===== config.mk =====
export PLATFORM = sky130hd
export DESIGN_NAME = ccw_top
export DESIGN_NICKNAME = d
export VERILOG_FILES = /design/src/core/ccw_pkg.sv /design/src/core/ccw_sync.sv /design/src/core/ccw_top.sv
export VERILOG_INCLUDE_DIRS = /design/src /design/src/core
export SDC_FILE = /design/constraint.sdc
export NUM_CORES = 1
export LEC_CHECK = 0
export BUFFER_PORTS_ARGS = -buffer_cell sky130_fd_sc_hd__buf_2
export CAP_MARGIN = 20
export CORE_ASPECT_RATIO = 1.4
export CORE_MARGIN = 2
export CORE_UTILIZATION = 43
export CTS_CLUSTER_SIZE = 30
export DETAILED_ROUTE_END_ITERATION = 10
export GPL_TIMING_DRIVEN = 0
export PLACE_DENSITY = 0.8
export SETUP_SLACK_MARGIN = 0.2
export SYNTH_ARGS = -nofsm -noshare
export SYNTH_HDL_FRONTEND = slang
export SYNTH_HIERARCHICAL = 1
export SYNTH_SLANG_ARGS = --single-unit

===== constraint.sdc =====
create_clock -name hclk -period 2.3 [get_ports hclk]
set_input_delay 0.23 -clock hclk [delete_from_list [all_inputs] [get_ports hclk]]
set_output_delay 0.23 -clock hclk [all_outputs]
set_load 0.05 [all_outputs]

===== src/core/ccw_defs.svh =====
// Register map, field positions, reset values for the comparator control block
`ifndef CCW_DEFS_SVH
`define CCW_DEFS_SVH
// Register indexes; byte address is four times the index
`define CCW_IDX_STATUS 6'h03
`define CCW_IDX_CTRL 6'h07
`define CCW_IDX_PINDIR 6'h08
`define CCW_IDX_TOPT 6'h09
// Control register fields
`define CCW_B_RESULT 7
`define CCW_B_OUTDIS 6
`define CCW_B_INVSEL 5
`define CCW_B_TCFC 4
`define CCW_B_POWER 3
`define CCW_B_NEGSEL 2
`define CCW_B_POSSEL 1
`define CCW_B_WAKEN 0
// Status register field
`define CCW_B_WFLAG 6
// Timer option field
`define CCW_B_TSS 0
// Reset values
`define CCW_RST_CTRL 8'hff
`define CCW_RST_PINDIR 4'hf
`define CCW_RST_TSS 1'b1
`endif


===== src/core/ccw_pkg.sv =====
// Types shared by the comparator control block
package ccw_pkg;
   // Timer clock source choice
   typedef enum logic [1:0]
   {
      CCW_TSRC_INSTR = 2'b00,
      CCW_TSRC_COMP = 2'b01,
      CCW_TSRC_EXT = 2'b10
   } ccw_tsrc_t;
   // Pin group toward the port pads
   typedef struct packed
   {
      logic [3:0] o;
      logic [3:0] oe;
      logic [1:0] analog;
   } ccw_pins_t;
   // Whole state of the control block
   typedef struct packed
   {
      logic [6:0] ctl;
      logic tss;
      logic [3:0] pin_dir;
      logic result;
      logic ref_state;
      logic ref_valid;
      logic wake_flag;
      logic wr_pend;
      logic [5:0] wr_idx;
      logic [31:0] hrdata;
      logic hreadyout;
      logic hresp;
      ccw_tsrc_t tsrc;
      logic tsrc_level;
      logic pwr;
      logic neg_sel;
      logic pos_sel;
      ccw_pins_t pins;
      logic wake_req;
   } ccw_state_t;
endpackage


===== src/core/ccw_sync.sv =====
// Two-stage synchroniser for asynchronous levels
`timescale 1ns/1ps
module ccw_sync
#(
   parameter int W = 2
)
(
   input wire logic hclk,
   input wire logic hresetn,
   input wire logic [W-1:0] d,
   output logic [W-1:0] q
);
   // Stage 0 feeds stage 1 only
   logic [1:0][W-1:0] st_r;
   logic [1:0][W-1:0] st_nxt;

   // Next state: shift one stage
   always_comb
   begin
      st_nxt = st_r;
      st_nxt[0] = d;
      st_nxt[1] = st_r[0];
   end

   // State register
   always_ff @(posedge hclk or negedge hresetn)
   begin
      if (!hresetn)
      begin
         st_r <= '0;
      end
      else
      begin
         st_r <= st_nxt;
      end
   end

   assign q = st_r[1];
endmodule


===== src/core/ccw_top.sv =====
// Comparator control, pin steering, timer source and wake logic with AHB-Lite registers
`timescale 1ns/1ps
`include "ccw_defs.svh"
module ccw_top
(
   input wire logic hclk,
   input wire logic hresetn,
   input wire logic hsel,
   input wire logic [31:0] haddr,
   input wire logic [1:0] htrans,
   input wire logic hwrite,
   input wire logic [2:0] hsize,
   input wire logic [31:0] hwdata,
   input wire logic hready,
   output logic [31:0] hrdata,
   output logic hreadyout,
   output logic hresp,
   input wire logic comp_raw,
   input wire logic timer_pin_in,
   input wire logic [3:0] port_data,
   input wire logic sleep_active,
   input wire logic dev_reset,
   input wire logic reset_by_comp_wake,
   output logic comparator_power,
   output logic negative_ref_select,
   output logic positive_ref_select,
   output ccw_pkg::ccw_tsrc_t timer_src_sel,
   output logic timer_src_level,
   output ccw_pkg::ccw_pins_t port_pins,
   output logic wake_request
);
   import ccw_pkg::*;

   // ==================================================
   // Timing at a glance
   // ==================================================
   // Bus: zero wait states, always OKAY
   // Read data stands for one cycle in the data phase, zero otherwise
   // A read right behind a write to the same word sees the new value
   // A control write lands at its data-phase edge
   // Steering, pad and timer outputs follow one edge after that
   // Comparator decision passes two sync flops and the result flop
   // So the result bit trails the analog decision by three edges
   // The analog side needs its own settling time on top of that
   // The wake reference is the very value a control read returns
   // Any control write drops the reference until control is read again
   // A non-power-on reset also drops it
   // In sleep a result that differs from the reference sets the flag
   // A flag set outranks a software clear in the same cycle
   // Only the comparator wake-up reset keeps the flag
   // With power off the result holds and steering bits are ignored
   // The comparator stays powered in sleep if software leaves it on

   // ==================================================
   // Declarations
   // ==================================================
   ccw_state_t s_r; // Registered state
   ccw_state_t s_nxt; // Next state
   logic [1:0] sync_q; // Synchronised comparator and timer pin
   logic comp_s; // Synchronised comparator decision
   logic tpin_s; // Synchronised timer pin level
   logic acc; // Address phase accepted
   logic rd_acc; // Read accepted
   logic [5:0] acc_idx; // Word index of accepted address
   logic on; // Comparator powered

   // ==================================================
   // Read data decode
   // ==================================================
   // Builds the read word of one register from a state copy
   function automatic logic [31:0] rd_word(input logic [5:0] idx, input ccw_state_t st);
      logic [31:0] w;
      w = 32'h0000_0000;
      case (idx)
         `CCW_IDX_STATUS:
         begin
            w[`CCW_B_WFLAG] = st.wake_flag;
         end
         `CCW_IDX_CTRL:
         begin
            w[6:0] = st.ctl;
            w[`CCW_B_RESULT] = st.result;
         end
         `CCW_IDX_PINDIR:
         begin
            w[3:0] = st.pin_dir;
         end
         `CCW_IDX_TOPT:
         begin
            w[`CCW_B_TSS] = st.tss;
         end
         default:
         begin
            w = 32'h0000_0000;
         end
      endcase
      return w;
   endfunction

   // ==================================================
   // Input synchronisation
   // ==================================================
   // Both pad-side levels cross through two flops
   // Bit 0 is the comparator decision, bit 1 the timer pin
   ccw_sync #(.W(2)) u_sync
   (
      .hclk(hclk),
      .hresetn(hresetn),
      .d({timer_pin_in, comp_raw}),
      .q(sync_q)
   );

   assign comp_s = sync_q[0];
   assign tpin_s = sync_q[1];

   // ==================================================
   // Bus decode
   // ==================================================
   // A transfer is taken on NONSEQ or SEQ with the bus ready
   // IDLE and BUSY are ignored; size is not checked, only whole words map
   assign acc = hsel && htrans[1] && hready;
   assign rd_acc = acc && !hwrite;
   assign acc_idx = haddr[7:2];
   assign on = s_r.ctl[`CCW_B_POWER];

   // ==================================================
   // Next-state logic
   // ==================================================
   // Next state of the whole block
   // Later assignments win, which orders the priorities below
   always_comb
   begin
      s_nxt = s_r;

      // Zero wait state slave, always OKAY
      s_nxt.hreadyout = 1'b1;
      s_nxt.hresp = 1'b0;

      // Result bit: invert when select is clear, hold while off
      // Holding keeps a powered-down comparator's noise out of the flag
      if (on)
      begin
         s_nxt.result = comp_s ^ ~s_r.ctl[`CCW_B_INVSEL];
      end

      // Data phase of a write
      // Index was captured at the address phase edge
      if (s_r.wr_pend)
      begin
         case (s_r.wr_idx)
            `CCW_IDX_CTRL:
            begin
               // Bit 7 is read-only; any write drops the reference
               s_nxt.ctl = hwdata[6:0];
               s_nxt.ref_valid = 1'b0;
            end
            `CCW_IDX_STATUS:
            begin
               // Writing zero clears the wake flag
               if (!hwdata[`CCW_B_WFLAG])
               begin
                  s_nxt.wake_flag = 1'b0;
               end
            end
            `CCW_IDX_PINDIR:
            begin
               s_nxt.pin_dir = hwdata[3:0];
            end
            `CCW_IDX_TOPT:
            begin
               s_nxt.tss = hwdata[`CCW_B_TSS];
            end
            default:
            begin
               // Unmapped writes are dropped
               s_nxt.pin_dir = s_r.pin_dir;
            end
         endcase
      end

      // Other device resets: control kept, flag by reset kind
      if (dev_reset)
      begin
         s_nxt.ref_valid = 1'b0;
         if (!reset_by_comp_wake)
         begin
            s_nxt.wake_flag = 1'b0;
         end
      end

      // Reading control latches the reference state
      if (rd_acc && (acc_idx == `CCW_IDX_CTRL))
      begin
         // Latch what this read returns, so a change in this cycle is not lost
         s_nxt.ref_state = s_nxt.result;
         s_nxt.ref_valid = 1'b1;
      end

      // Change during sleep sets the flag; set beats any clear
      // Needs wake enabled, a valid reference and the comparator on
      if (on && !s_r.ctl[`CCW_B_WAKEN] && s_r.ref_valid && sleep_active
          && (s_r.result != s_r.ref_state))
      begin
         s_nxt.wake_flag = 1'b1;
      end

      // Write address phase is held for the data phase
      s_nxt.wr_pend = acc && hwrite;
      s_nxt.wr_idx = acc_idx;

      // Read word taken after this cycle's write lands
      if (rd_acc)
      begin
         s_nxt.hrdata = rd_word(acc_idx, s_nxt);
      end
      else
      begin
         s_nxt.hrdata = 32'h0000_0000;
      end

      // Analog steering; comparator stays on in sleep
      s_nxt.pwr = on;
      s_nxt.neg_sel = on && s_r.ctl[`CCW_B_NEGSEL];
      s_nxt.pos_sel = on && s_r.ctl[`CCW_B_POSSEL];

      // Timer clock source
      // Select bit clear: instruction cycle whatever the comparator does
      // Comparator off: the timer pin, since the control bits are ignored
      // Timer-from-compare and output disable both set: the timer pin
      if (!s_r.tss)
      begin
         s_nxt.tsrc = CCW_TSRC_INSTR;
      end
      else if (!on || (s_r.ctl[`CCW_B_TCFC] && s_r.ctl[`CCW_B_OUTDIS]))
      begin
         s_nxt.tsrc = CCW_TSRC_EXT;
      end
      else
      begin
         s_nxt.tsrc = CCW_TSRC_COMP;
      end
      s_nxt.tsrc_level = (s_nxt.tsrc == CCW_TSRC_COMP) ? s_nxt.result : tpin_s;

      // First two pins: analog when feeding the comparator
      // Analog pins never drive, whatever the direction register holds
      s_nxt.pins.analog[0] = on && s_r.ctl[`CCW_B_POSSEL];
      s_nxt.pins.analog[1] = on && (s_r.ctl[`CCW_B_NEGSEL] || !s_r.ctl[`CCW_B_POSSEL]);
      s_nxt.pins.o = port_data;
      s_nxt.pins.oe = ~s_r.pin_dir;
      if (s_nxt.pins.analog[0])
      begin
         s_nxt.pins.oe[0] = 1'b0;
      end
      if (s_nxt.pins.analog[1])
      begin
         s_nxt.pins.oe[1] = 1'b0;
      end

      // Third pin: comparator drive first, then timer input
      // Comparator output enable outranks the timer select for this pin's direction
      if (on && !s_r.ctl[`CCW_B_OUTDIS])
      begin
         s_nxt.pins.o[2] = s_nxt.result;
         s_nxt.pins.oe[2] = 1'b1;
      end
      else if (s_r.tss)
      begin
         s_nxt.pins.oe[2] = 1'b0;
      end

      // Fourth pin is input only
      s_nxt.pins.oe[3] = 1'b0;

      s_nxt.wake_req = s_nxt.wake_flag;
   end

   // ==================================================
   // State register
   // ==================================================
   // Power-on loads ones; power output stays low until release
   // Control bits 6:0 read back as ones, so every comparator pin starts analog
   // Pads and selects stay parked at zero while reset is held
   // Other device resets never come through here; they arrive on dev_reset
   always_ff @(posedge hclk or negedge hresetn)
   begin
      if (!hresetn)
      begin
         // Clear everything, then load the power-on values
         s_r <= '0;
         s_r.ctl <= 7'h7f;
         s_r.result <= 1'b1;
         s_r.pin_dir <= `CCW_RST_PINDIR;
         s_r.tss <= `CCW_RST_TSS;
         s_r.hreadyout <= 1'b1;
         s_r.tsrc <= CCW_TSRC_INSTR;
      end
      else
      begin
         s_r <= s_nxt;
      end
   end

   // ==================================================
   // Outputs
   // ==================================================
   // Every output is a field of the state register
   // No logic sits after the flops, so pads and the analog side
   // see clean levels with no decode glitches
   assign hrdata = s_r.hrdata;
   assign hreadyout = s_r.hreadyout;
   assign hresp = s_r.hresp;
   assign comparator_power = s_r.pwr;
   assign negative_ref_select = s_r.neg_sel;
   assign positive_ref_select = s_r.pos_sel;
   assign timer_src_sel = s_r.tsrc;
   assign timer_src_level = s_r.tsrc_level;
   assign port_pins = s_r.pins;
   assign wake_request = s_r.wake_req;
endmodule


==> impl_metrics.ini, run 1 <==
[status]
status = finished clean

[placement]
port_buffers = 51
gp_congestion = 0.776
hpwl_mm = 2.72
placement.cell_area_mm2 = 0.00262

[synthesis]
syn_area_per_cell_um2 = 12.8
ys_seq_elements = 49
synth_area_mm2 = 0.00219
synth_cell_type_count = 35
synth_top_area_share_pct = 41.1
yosysSeqAreaShare_pct = 56.7
ys.flop_type = dfrtp_1
synth_area_leaders = dfrtp_1 (41%), buf_4 (16%), dfstp_2 (16%)
syn-instance-count = 171
yosysTopAreaCell = dfrtp_1
synthArstFlopShare_pct = 100
synth_edf_count = 0
ys.warnings.count = 6

[global_route]
gr-total-overflow = 0
grt_pass1_vias = 1264
grt_pass1_wl_mm = 5.69
track_usage_pct = 13.3
antenna_found_initial = 0
grt_max_degree = 50

[sta]
whs_ns = 0.0282
setup_tns_ns = 0
setup_violations = 0
slew_violations = 0
worst-slew-pin-transition_ns = 0.579
final_hold_viol_count = 0
period_minus_slack_ns = 1.75
maxSlewHeadroom_pct = 61.2
max_freq_mhz = 570
finClkSkew_ns = 0.00632
grt_setup_unrepaired = false
fin_crit_sh_pct = 76.2

[finish]
multi_input_area_um2 = 674
final_common_cell = buf_2
antennaDiodeCount = 0
filler_cell_count = 441
drive_above_1_share_pct = 54.5
seq_area_mm2 = 0.00124
layout_common_cells = buf_2 (51), buf_4 (46), dfrtp_1 (36)
syn2layout_area_growth_pct = 26.0
stdcell_area_mm2 = 0.00276
utilization_pct = 56.6
layout.nets = 339

[detailed_routing]
wl_met2_mm = 1.85
avgViaCountPerCell = 4.26
drtAntennaViolNets = 0
wirelength_mm = 3.55
drc = 0
vias = 1367
highest_layer = met4
met3_length_um = 222
wire_per_inst_um = 11.1
first_iter_violations = 46
wl_met1_mm = 1.41
dr.pass1.iters = 4

[critical_path]
crit_type = reg2reg
crit_path_end = hrdata[0]$_DFF_PN0_
slowest_stage = dfrtp_1
path_delay_family = simple AND/OR/NAND/NOR gates
crit_start = s_r[56]$_DFF_PN0_
crit_buf_inv = 1
startpoint_type = flip-flop
rr_endpoint = hrdata[0]$_DFF_PN0_
crit_fanout = 8
cp.depth = 5
cpPeakStageDelay_ns = 0.40
ff2ff_setup_slack_ns = 0.55
timing.rr.start = s_r[56]$_DFF_PN0_
r2r.worst_path.cells = 5
critPathArrivalTime_ns = 1.94
worstPathRequired_ns = 2.49
end_kind = flip-flop
path_cells = nor3b_4, and4_1, buf_6, mux2_4, a22o_1

[power]
powerDensity_mw_per_mm2 = 652
p_leak_nw = 1.47
worst_ir_drop_vdd_v = 0.000410

[die]
core_region_area_mm2 = 0.00488
initial_core_util_pct = 44.9
core.rowCount = 30
num_io_pins = 134
die_y_um = 88.5
die_w_um = 64.3
die_area_mm2 = 0.00569

[min_path]
hp-class = in2reg

[cts]
cts-htree-levels = 2
root_buffer = clkbuf_8
cts.sinks = 49
cts_resized = 0
cts_made_buffers = 5
post_cts_buffers = 0
cts_tree = yes
path_clk_slew_ns = 0.09
clockBufferDepth = 2
clock_latency_ns = 0.30

[run]
drv_cap = 0
kinds of logic after synthesis:
group                     after synthesis  share of synthesized area [%]
buffers and inverters                  50                           16.8
other                                   2                          0.343
DFF                                    49                           56.7
xor gates and xnor gates                2                          0.800
muxes                                  16                           9.37
AOI/OAI and AO/OA                      13                           5.03
and+or+nand+nor                        39                           11.0
worst min path at each step:
| stage | startpoint | endpoint | slack (ns) | depth (start not counted) |
|---|---|---|---|---|
| after global placement | u_sync/st_nxt[3]$_DFF_PN0_ | u_sync/q[1]$_DFF_PN0_ | 0.33 | 0 |
| after global routing | port_data[1] | port_pins[7]$_DFF_PN0_ | 0.008 | 1 |
| final | comp_raw | u_sync/st_nxt[2]$_DFF_PN0_ | 0.03 | 1 |
| after floorplan | hresetn | comparator_power$_DFF_PN0_ | -0.07 | 0 |
| after detailed placement | u_sync/st_nxt[2]$_DFF_PN0_ | u_sync/q[0]$_DFF_PN0_ | 0.34 | 0 |
| after CTS | comp_raw | u_sync/st_nxt[2]$_DFF_PN0_ | 0.02 | 1 |
timing repair:
item,4_1_cts,5_1_grt
setup endpoints to repair,0,0
hold buffers,0,1
endpoints found under the hold margin,0,5
report_power, final:
group | internal [mW] | total (mW) | switching (mW)
registers | 0.902 | 0.920 | 0.0184
clock network | 0.326 | 0.596 | 0.270
logic | 0.0964 | 0.284 | 0.187
stage by stage:
stage	total power, mW	instances	setup slack, ns
6_report	1.80	321	0.547
5_1_grt	1.88	321	0.470
4_1_cts	1.82	319	0.531
3_5_place_dp	1.22	311	0.541
3_3_place_gp	1.21	311	0.560
2_1_floorplan	1.15	196	0.666
synth_stat cells (2+ instances only):
cell / n
xnor2_1: 2
a21boi_0: 2
dfrtp_1: 36
and3_1: 2
nand2_1: 4
inv_1: 3
nor2b_1: 4
and2_1: 5
nor2_1: 8
conb_1: 2
buf_4: 46
dfstp_2: 13
nand4_1: 3
a22o_1: 5
nor3_1: 2
mux2_4: 7
nand3_1: 2
mux2_2: 8
sequential cells by signal, summed over array words and instances (netlist names):
signal	count
s_r	21
comparator_power	1
u_sync/q	2
negative_ref_select	1
wake_request	1
on	1
u_sync/st_nxt	2
timer_src_level	1
hrdata	8
timer_src_sel	2
port_pins	9
area by class of cell:
type                    count  area share, %
clock inverters             2           1.40
plain buffers              47           12.9
clock buffers               6           2.63
multi-input cells          97           24.4
repair buffers             53           10.3
well taps                  64           2.90
flip-flops and latches     49           45.0
inverters                   3          0.408
per-layer routing:
| layer | vias to the layer above | track usage [%] |
|---|---|---|
| li1 | 674 | - |
| met1 | 638 | 14.9 |
| met2 | 48 | 23.7 |
| met3 | 7 | 3.56 |
| met4 | 0 | 6.38 |
| met5 | - | 0 |
No activity file was read; power rests on OpenSTA's default activity.
==> inputs of run 2 (changes only) <==
--- a/config.mk
+++ b/config.mk
@@ -6,15 +6,16 @@
 export SDC_FILE = /design/constraint.sdc
 export NUM_CORES = 1
 export LEC_CHECK = 0
+export ABC_AREA = 1
 export BUFFER_PORTS_ARGS = -buffer_cell sky130_fd_sc_hd__buf_2
 export CAP_MARGIN = 20
 export CORE_ASPECT_RATIO = 1.4
 export CORE_MARGIN = 2
-export CORE_UTILIZATION = 43
+export CORE_UTILIZATION = 39
 export CTS_CLUSTER_SIZE = 30
 export DETAILED_ROUTE_END_ITERATION = 10
 export GPL_TIMING_DRIVEN = 0
-export PLACE_DENSITY = 0.8
+export PLACE_DENSITY = 0.76
 export SETUP_SLACK_MARGIN = 0.2
 export SYNTH_ARGS = -nofsm -noshare
 export SYNTH_HDL_FRONTEND = slang
==> constraint.sdc (replaced) <==
create_clock -name hclk -period 1.55 [get_ports hclk]
set_input_delay 0.155 -clock hclk [delete_from_list [all_inputs] [get_ports hclk]]
set_output_delay 0.155 -clock hclk [all_outputs]
set_load 0.05 [all_outputs]
==> impl_metrics.ini, run 2 <==
[detailed_routing]
wirelength_mm = 4.06
wire_per_inst_um = 9.81
vias = 1654
drtAntennaViolNets = 0
dr.pass1.iters = 4
avgViaCountPerCell = 4.00
first_iter_violations = 39
drc = 0

[cts]
cts_made_buffers = 5
cts-htree-levels = 2
path_clk_slew_ns = 0.08
clock_latency_ns = 0.30
cts.sinks = 49
clockBufferDepth = 2
root_buffer = clkbuf_8
cts_tree = yes

[placement]
gp_congestion = 0.854
hpwl_mm = 3.00
port_buffers = 51
dp_cells = 388

[finish]
layout_common_cells = buf_4 (51), buf_2 (51), dfrtp_1 (36)
filler_cell_count = 559
utilization_pct = 52.8
drive_above_1_share_pct = 43.9
seq_area_mm2 = 0.00124
multi_input_area_um2 = 689
antennaDiodeCount = 0
largest_register = s_r
largest_register_ffs = 21
fin_cells = 414
syn2layout_area_growth_pct = 33.2
layout.nets = 426

[min_path]
hp-class = in2reg

[die]
die_area_mm2 = 0.00652
initial_core_util_pct = 39.7
die_w_um = 68.8
core.rowCount = 33
core_region_area_mm2 = 0.00578
die_y_um = 94.7
num_io_pins = 134

[global_route]
grt_pass1_vias = 1497
track_usage_pct = 13.4
gr-total-overflow = 0
grt_max_degree = 50
antenna_found_initial = 0
grt_pass1_wl_mm = 6.35

[critical_path]
slowest_stage = dlygate4sd3_1
cp_common_cell = nand2_1
path_cells = dlygate4sd3_1, buf_2, nand2_1, inv_1, nand3_2, nor2_4, inv_2, nand2_1, o21ai_1
critPathArrivalTime_ns = 1.49
crit_type = in2reg
startpoint_type = input port
end_kind = flip-flop
worstPathRequired_ns = 1.73
crit_fanout = 6
cpPeakStageDelay_ns = 0.52

[sta]
finClkSkew_ns = 0.00322
final_hold_viol_count = 0
slew_violations = 0
period_minus_slack_ns = 1.31
setup_tns_ns = 0
whs_ns = 0.0672
setup_violations = 0
fin_crit_sh_pct = 84.3
grt_setup_unrepaired = true
max_freq_mhz = 765

[power]
p_leak_nw = 1.71
worst_ir_drop_vdd_v = 0.000416
powerDensity_mw_per_mm2 = 930

[synthesis]
synth_area_mm2 = 0.00229
ys_seq_elements = 49
synth_cell_type_count = 24
netlist_top_cells_count = buf_4 (46), dfrtp_1 (36), nand2_1 (35), inv_1 (31), nand3_1 (21)
yosysSeqAreaShare_pct = 54.2
yosysTopAreaCell = dfrtp_1
syn-instance-count = 242
synth_edf_count = 0
synth_top_area_share_pct = 39.3
synth_most_common_cell = buf_4
syn_area_per_cell_um2 = 9.47
ys.flop_type = dfrtp_1
synth_area_leaders = dfrtp_1 (39%), buf_4 (15%), dfstp_2 (15%)
synthArstFlopShare_pct = 100
ys.warnings.count = 6

[run]
drv_cap = 0

[status]
status = finished clean
run 2: cell types whose count changed in the layout (fill, tap and decap cells not counted), moves of 7 or more:
cell | previous run | this run
dlygate4sd3_1 | 1 | 12
nor2_1 | 8 | 15
mux2_4 | 7 | 0
mux2_2 | 8 | 0
nand3_1 | 2 | 20
nand2_1 | 4 | 34
inv_1 | 3 | 30
nand2_2 | 0 | 9
run 2: critical path: cells and delay by family:
kind                   cells  cell delay [ns]
AOI/OAI and AO/OA          1             0.05
buffers and inverters      4             0.83
and+or+nand+nor            4             0.45
run 2: final cells by class:
class                   count  area share [%]
plain buffers              47            11.8
clock buffers               6            2.70
clock inverters             2            1.23
inverters                  32            3.93
multi-input cells         139            22.6
flip-flops and latches     49            40.7
well taps                  70            2.87
repair buffers             69            14.2
run 2: cell families after synthesis:
logic type / after synthesis / synth area share [%]
other: 2 / 0.328
xor gates and xnor gates: 2 / 0.764
and+or+nand+nor: 97 / 20.1
DFF: 49 / 54.2
AOI/OAI and AO/OA: 13 / 3.77
buffers and inverters: 79 / 20.8
run 2: repair_timing:
action / CTS / global route
hold buffers: 11 / 1
gates resized for setup: 0 / 8
endpoints found under the setup margin: 0 / 14
setup buffers: 0 / 5
endpoints found under the hold margin: 11 / 10
run 2: final timing paths:
kind                                            start               endpoint  slack, ns  depth (start not counted)
max                                          haddr[2]    s_r[60]$_DFFE_PN0P_       0.24                          9
min                                         hwdata[5]      s_r[72]$_DFF_PN1_       0.07                          3
max reg2reg                         s_r[55]$_DFF_PN0_    hrdata[2]$_DFF_PN0_       0.28                          9
min reg2reg                u_sync/st_nxt[2]$_DFF_PN0_  u_sync/q[0]$_DFF_PN0_       0.36                          0
max in group asynchronous                     hresetn      s_r[61]$_DFF_PN1_       0.73                          3
min in group asynchronous                     hresetn    hrdata[6]$_DFF_PN0_       0.27                          2
run 2: where the power goes:
part	total, mW	switching [mW]	internal [mW]
clock network	0.928	0.404	0.524
logic	0.537	0.362	0.174
registers	1.37	0.0271	1.35
run 2: metal layers:
layer,vias to the layer above,wire [µm],track usage (%)
met1,724,1480,13.4
met5,-,0,0
met2,58,2150,23.8
met4,0,126,8.50
li1,864,-,-
met3,8,301,3.22
run 2: per-stage QoR:
step	setup slack (ns)	power [mW]	instance area, µm²
3_3_place_gp	0.230	1.89	2730
5_1_grt	0.169	2.98	3050
6_report	0.244	2.84	3050
3_5_place_dp	0.224	1.89	2730
2_1_floorplan	0.405	1.79	2390
4_1_cts	0.204	2.85	2960
==> inputs of run 3 (changes only) <==
--- a/config.mk
+++ b/config.mk
@@ -11,11 +11,11 @@
 export CAP_MARGIN = 20
 export CORE_ASPECT_RATIO = 1.4
 export CORE_MARGIN = 2
-export CORE_UTILIZATION = 39
+export CORE_UTILIZATION = 43
 export CTS_CLUSTER_SIZE = 30
 export DETAILED_ROUTE_END_ITERATION = 10
 export GPL_TIMING_DRIVEN = 0
-export PLACE_DENSITY = 0.76
+export PLACE_DENSITY = 0.79
 export SETUP_SLACK_MARGIN = 0.2
 export SYNTH_ARGS = -nofsm -noshare
 export SYNTH_HDL_FRONTEND = slang
==> constraint.sdc (replaced) <==
create_clock -name hclk -period 1.3 [get_ports hclk]
set_input_delay 0.13 -clock hclk [delete_from_list [all_inputs] [get_ports hclk]]
set_output_delay 0.13 -clock hclk [all_outputs]
set_load 0.05 [all_outputs]
==> impl_metrics.ini, run 3 (same netlist as run 2, synthesis figures left out) <==
[critical_path]
timing.rr.start = s_r[51]$_DFF_PN0_
end_kind = flip-flop
worstPathRequired_ns = 1.49
rr_endpoint = hrdata[1]$_DFF_PN0_
crit_path_end = hrdata[1]$_DFF_PN0_
crit_start = s_r[51]$_DFF_PN0_
crit_fanout = 5
ff2ff_setup_slack_ns = 0.04
crit_type = reg2reg
r2r.worst_path.cells = 8
startpoint_type = flip-flop
critPathArrivalTime_ns = 1.45

[detailed_routing]
wirelength_mm = 4.37
drc = 0
dr.pass1.iters = 3
drtAntennaViolNets = 0
avgViaCountPerCell = 4.18
vias = 1736
first_iter_violations = 16
wire_per_inst_um = 10.5

[sta]
finClkSkew_ns = 0.00534
setup_tns_ns = 0
worst_slack_ns = 0.0439
grt_setup_unrepaired = true
max_freq_mhz = 796
slew_violations = 0
fin_crit_sh_pct = 96.6
final_hold_viol_count = 0
period_minus_slack_ns = 1.26
setup_violations = 0

[global_route]
gr-total-overflow = 0
grt_pass1_wl_mm = 6.51
track_usage_pct = 14.3
grt_max_degree = 50
antenna_found_initial = 0
grt_pass1_vias = 1620

[power]
powerDensity_mw_per_mm2 = 958
p_leak_nw = 1.83
worst_ir_drop_vdd_v = 0.000578

[die]
die_area_mm2 = 0.00594
initial_core_util_pct = 44.4
core_region_area_mm2 = 0.00516
die_w_um = 65.7
core.rowCount = 31
die_y_um = 90.4
num_io_pins = 134

[finish]
syn2layout_area_growth_pct = 52.0
final_common_cell = buf_4
antennaDiodeCount = 0
layout_common_cells = buf_4 (41), dfrtp_1 (36), buf_2 (31)
filler_cell_count = 397
drive_above_1_share_pct = 51.0
layout.nets = 431
largest_register_ffs = 21
largest_register = s_r

[cts]
path_clk_slew_ns = 0.09
clockBufferDepth = 2
cts_made_buffers = 5
clock_latency_ns = 0.30
cts_tree = yes
cts.sinks = 49
cts-htree-levels = 2
root_buffer = clkbuf_8

[run]
drv_cap = 0

[placement]
preCtsSetupSlack_ns = 0.00916
gp_congestion = 0.816
hpwl_mm = 2.85
port_buffers = 51

[status]
status = finished clean

[min_path]
min_path_cells = 3
hold_path.startpoint = port_data[2]
hp-class = in2reg
run 3: cell types whose count changed in the layout (fill, tap and decap cells not counted), moves of 5 or more:
cell | previous run | this run
buf_2 | 51 | 31
buf_6 | 0 | 20
o21ai_4 | 0 | 5
nand2_4 | 2 | 8
buf_8 | 1 | 12
nand2_1 | 34 | 25
buf_4 | 51 | 41
run 3: timing repair:
| action | 4_1_cts | 5_1_grt |
|---|---|---|
| buffers inserted | 6 | 3 |
| gates cloned | 1 | 0 |
| gates resized for setup | 54 | 58 |
| hold buffers | 11 | 1 |
| endpoints found under the hold margin | 11 | 11 |
| endpoints found under the setup margin | 40 | 41 |
| pin swaps | 7 | 9 |
run 3: cell type report:
cell class	instances	area [µm²]	share of cell area [%]
inverter	32	123	3.52
tap	66	82.6	2.37
sequential	49	1240	35.7
timing repair buffer	74	682	19.6
clock inverter	2	13.8	0.395
buffer	47	402	11.5
multi-input combinational	139	857	24.6
clock buffer	6	82.6	2.37
run 3: worst min-delay path by stage:
stage	end	slack (ns)
floorplan	comparator_power$_DFF_PN0_	-0.17
global placement	port_pins[6]$_DFF_PN0_	0.24
detailed placement	port_pins[6]$_DFF_PN0_	0.24
CTS	hrdata[6]$_DFF_PN0_	0.04
global route	s_r[71]$_DFF_PN1_	0.05
finish	port_pins[8]$_DFF_PN0_	0.04
run 3: per-stage QoR:
| stage | hold slack, ns | utilization [%] | instance area (µm²) | power [mW] | std cells |
|---|---|---|---|---|---|
| detailed placement | 0.240 | 52.9 | 2730 | 2.26 | 384 |
| global route | 0.0506 | 67.5 | 3480 | 3.48 | 415 |
| CTS | 0.0373 | 62.2 | 3210 | 3.28 | 410 |
| floorplan | -0.166 | - | 2390 | 2.13 | 267 |
| global placement | 0.239 | 52.9 | 2730 | 2.25 | 384 |
| finish | 0.0448 | 67.5 | 3480 | 3.34 | 415 |
run 3: layer usage:
metal	track usage, %	up-vias	wire length, µm
met5	0	-	0
met4	7.81	0	118
met3	3.37	11	261
met2	26.2	55	2470
met1	14.2	792	1530
li1	-	878	-
run 3: where the power goes:
group,internal [mW],switching (mW)
Clock,0.431,0.493
Sequential,1.61,0.0461
Combinational,0.295,0.466
Total,2.33,1.01
run 3: critical path: stages (launching register included):
cell     delay, ns
dfrtp_1       0.45
nand2_2       0.10
nor2_4        0.13
nand2_4       0.10
buf_8         0.15
nand2_4       0.07
o21ai_4       0.05
nand2_1       0.05
nand2_1       0.05
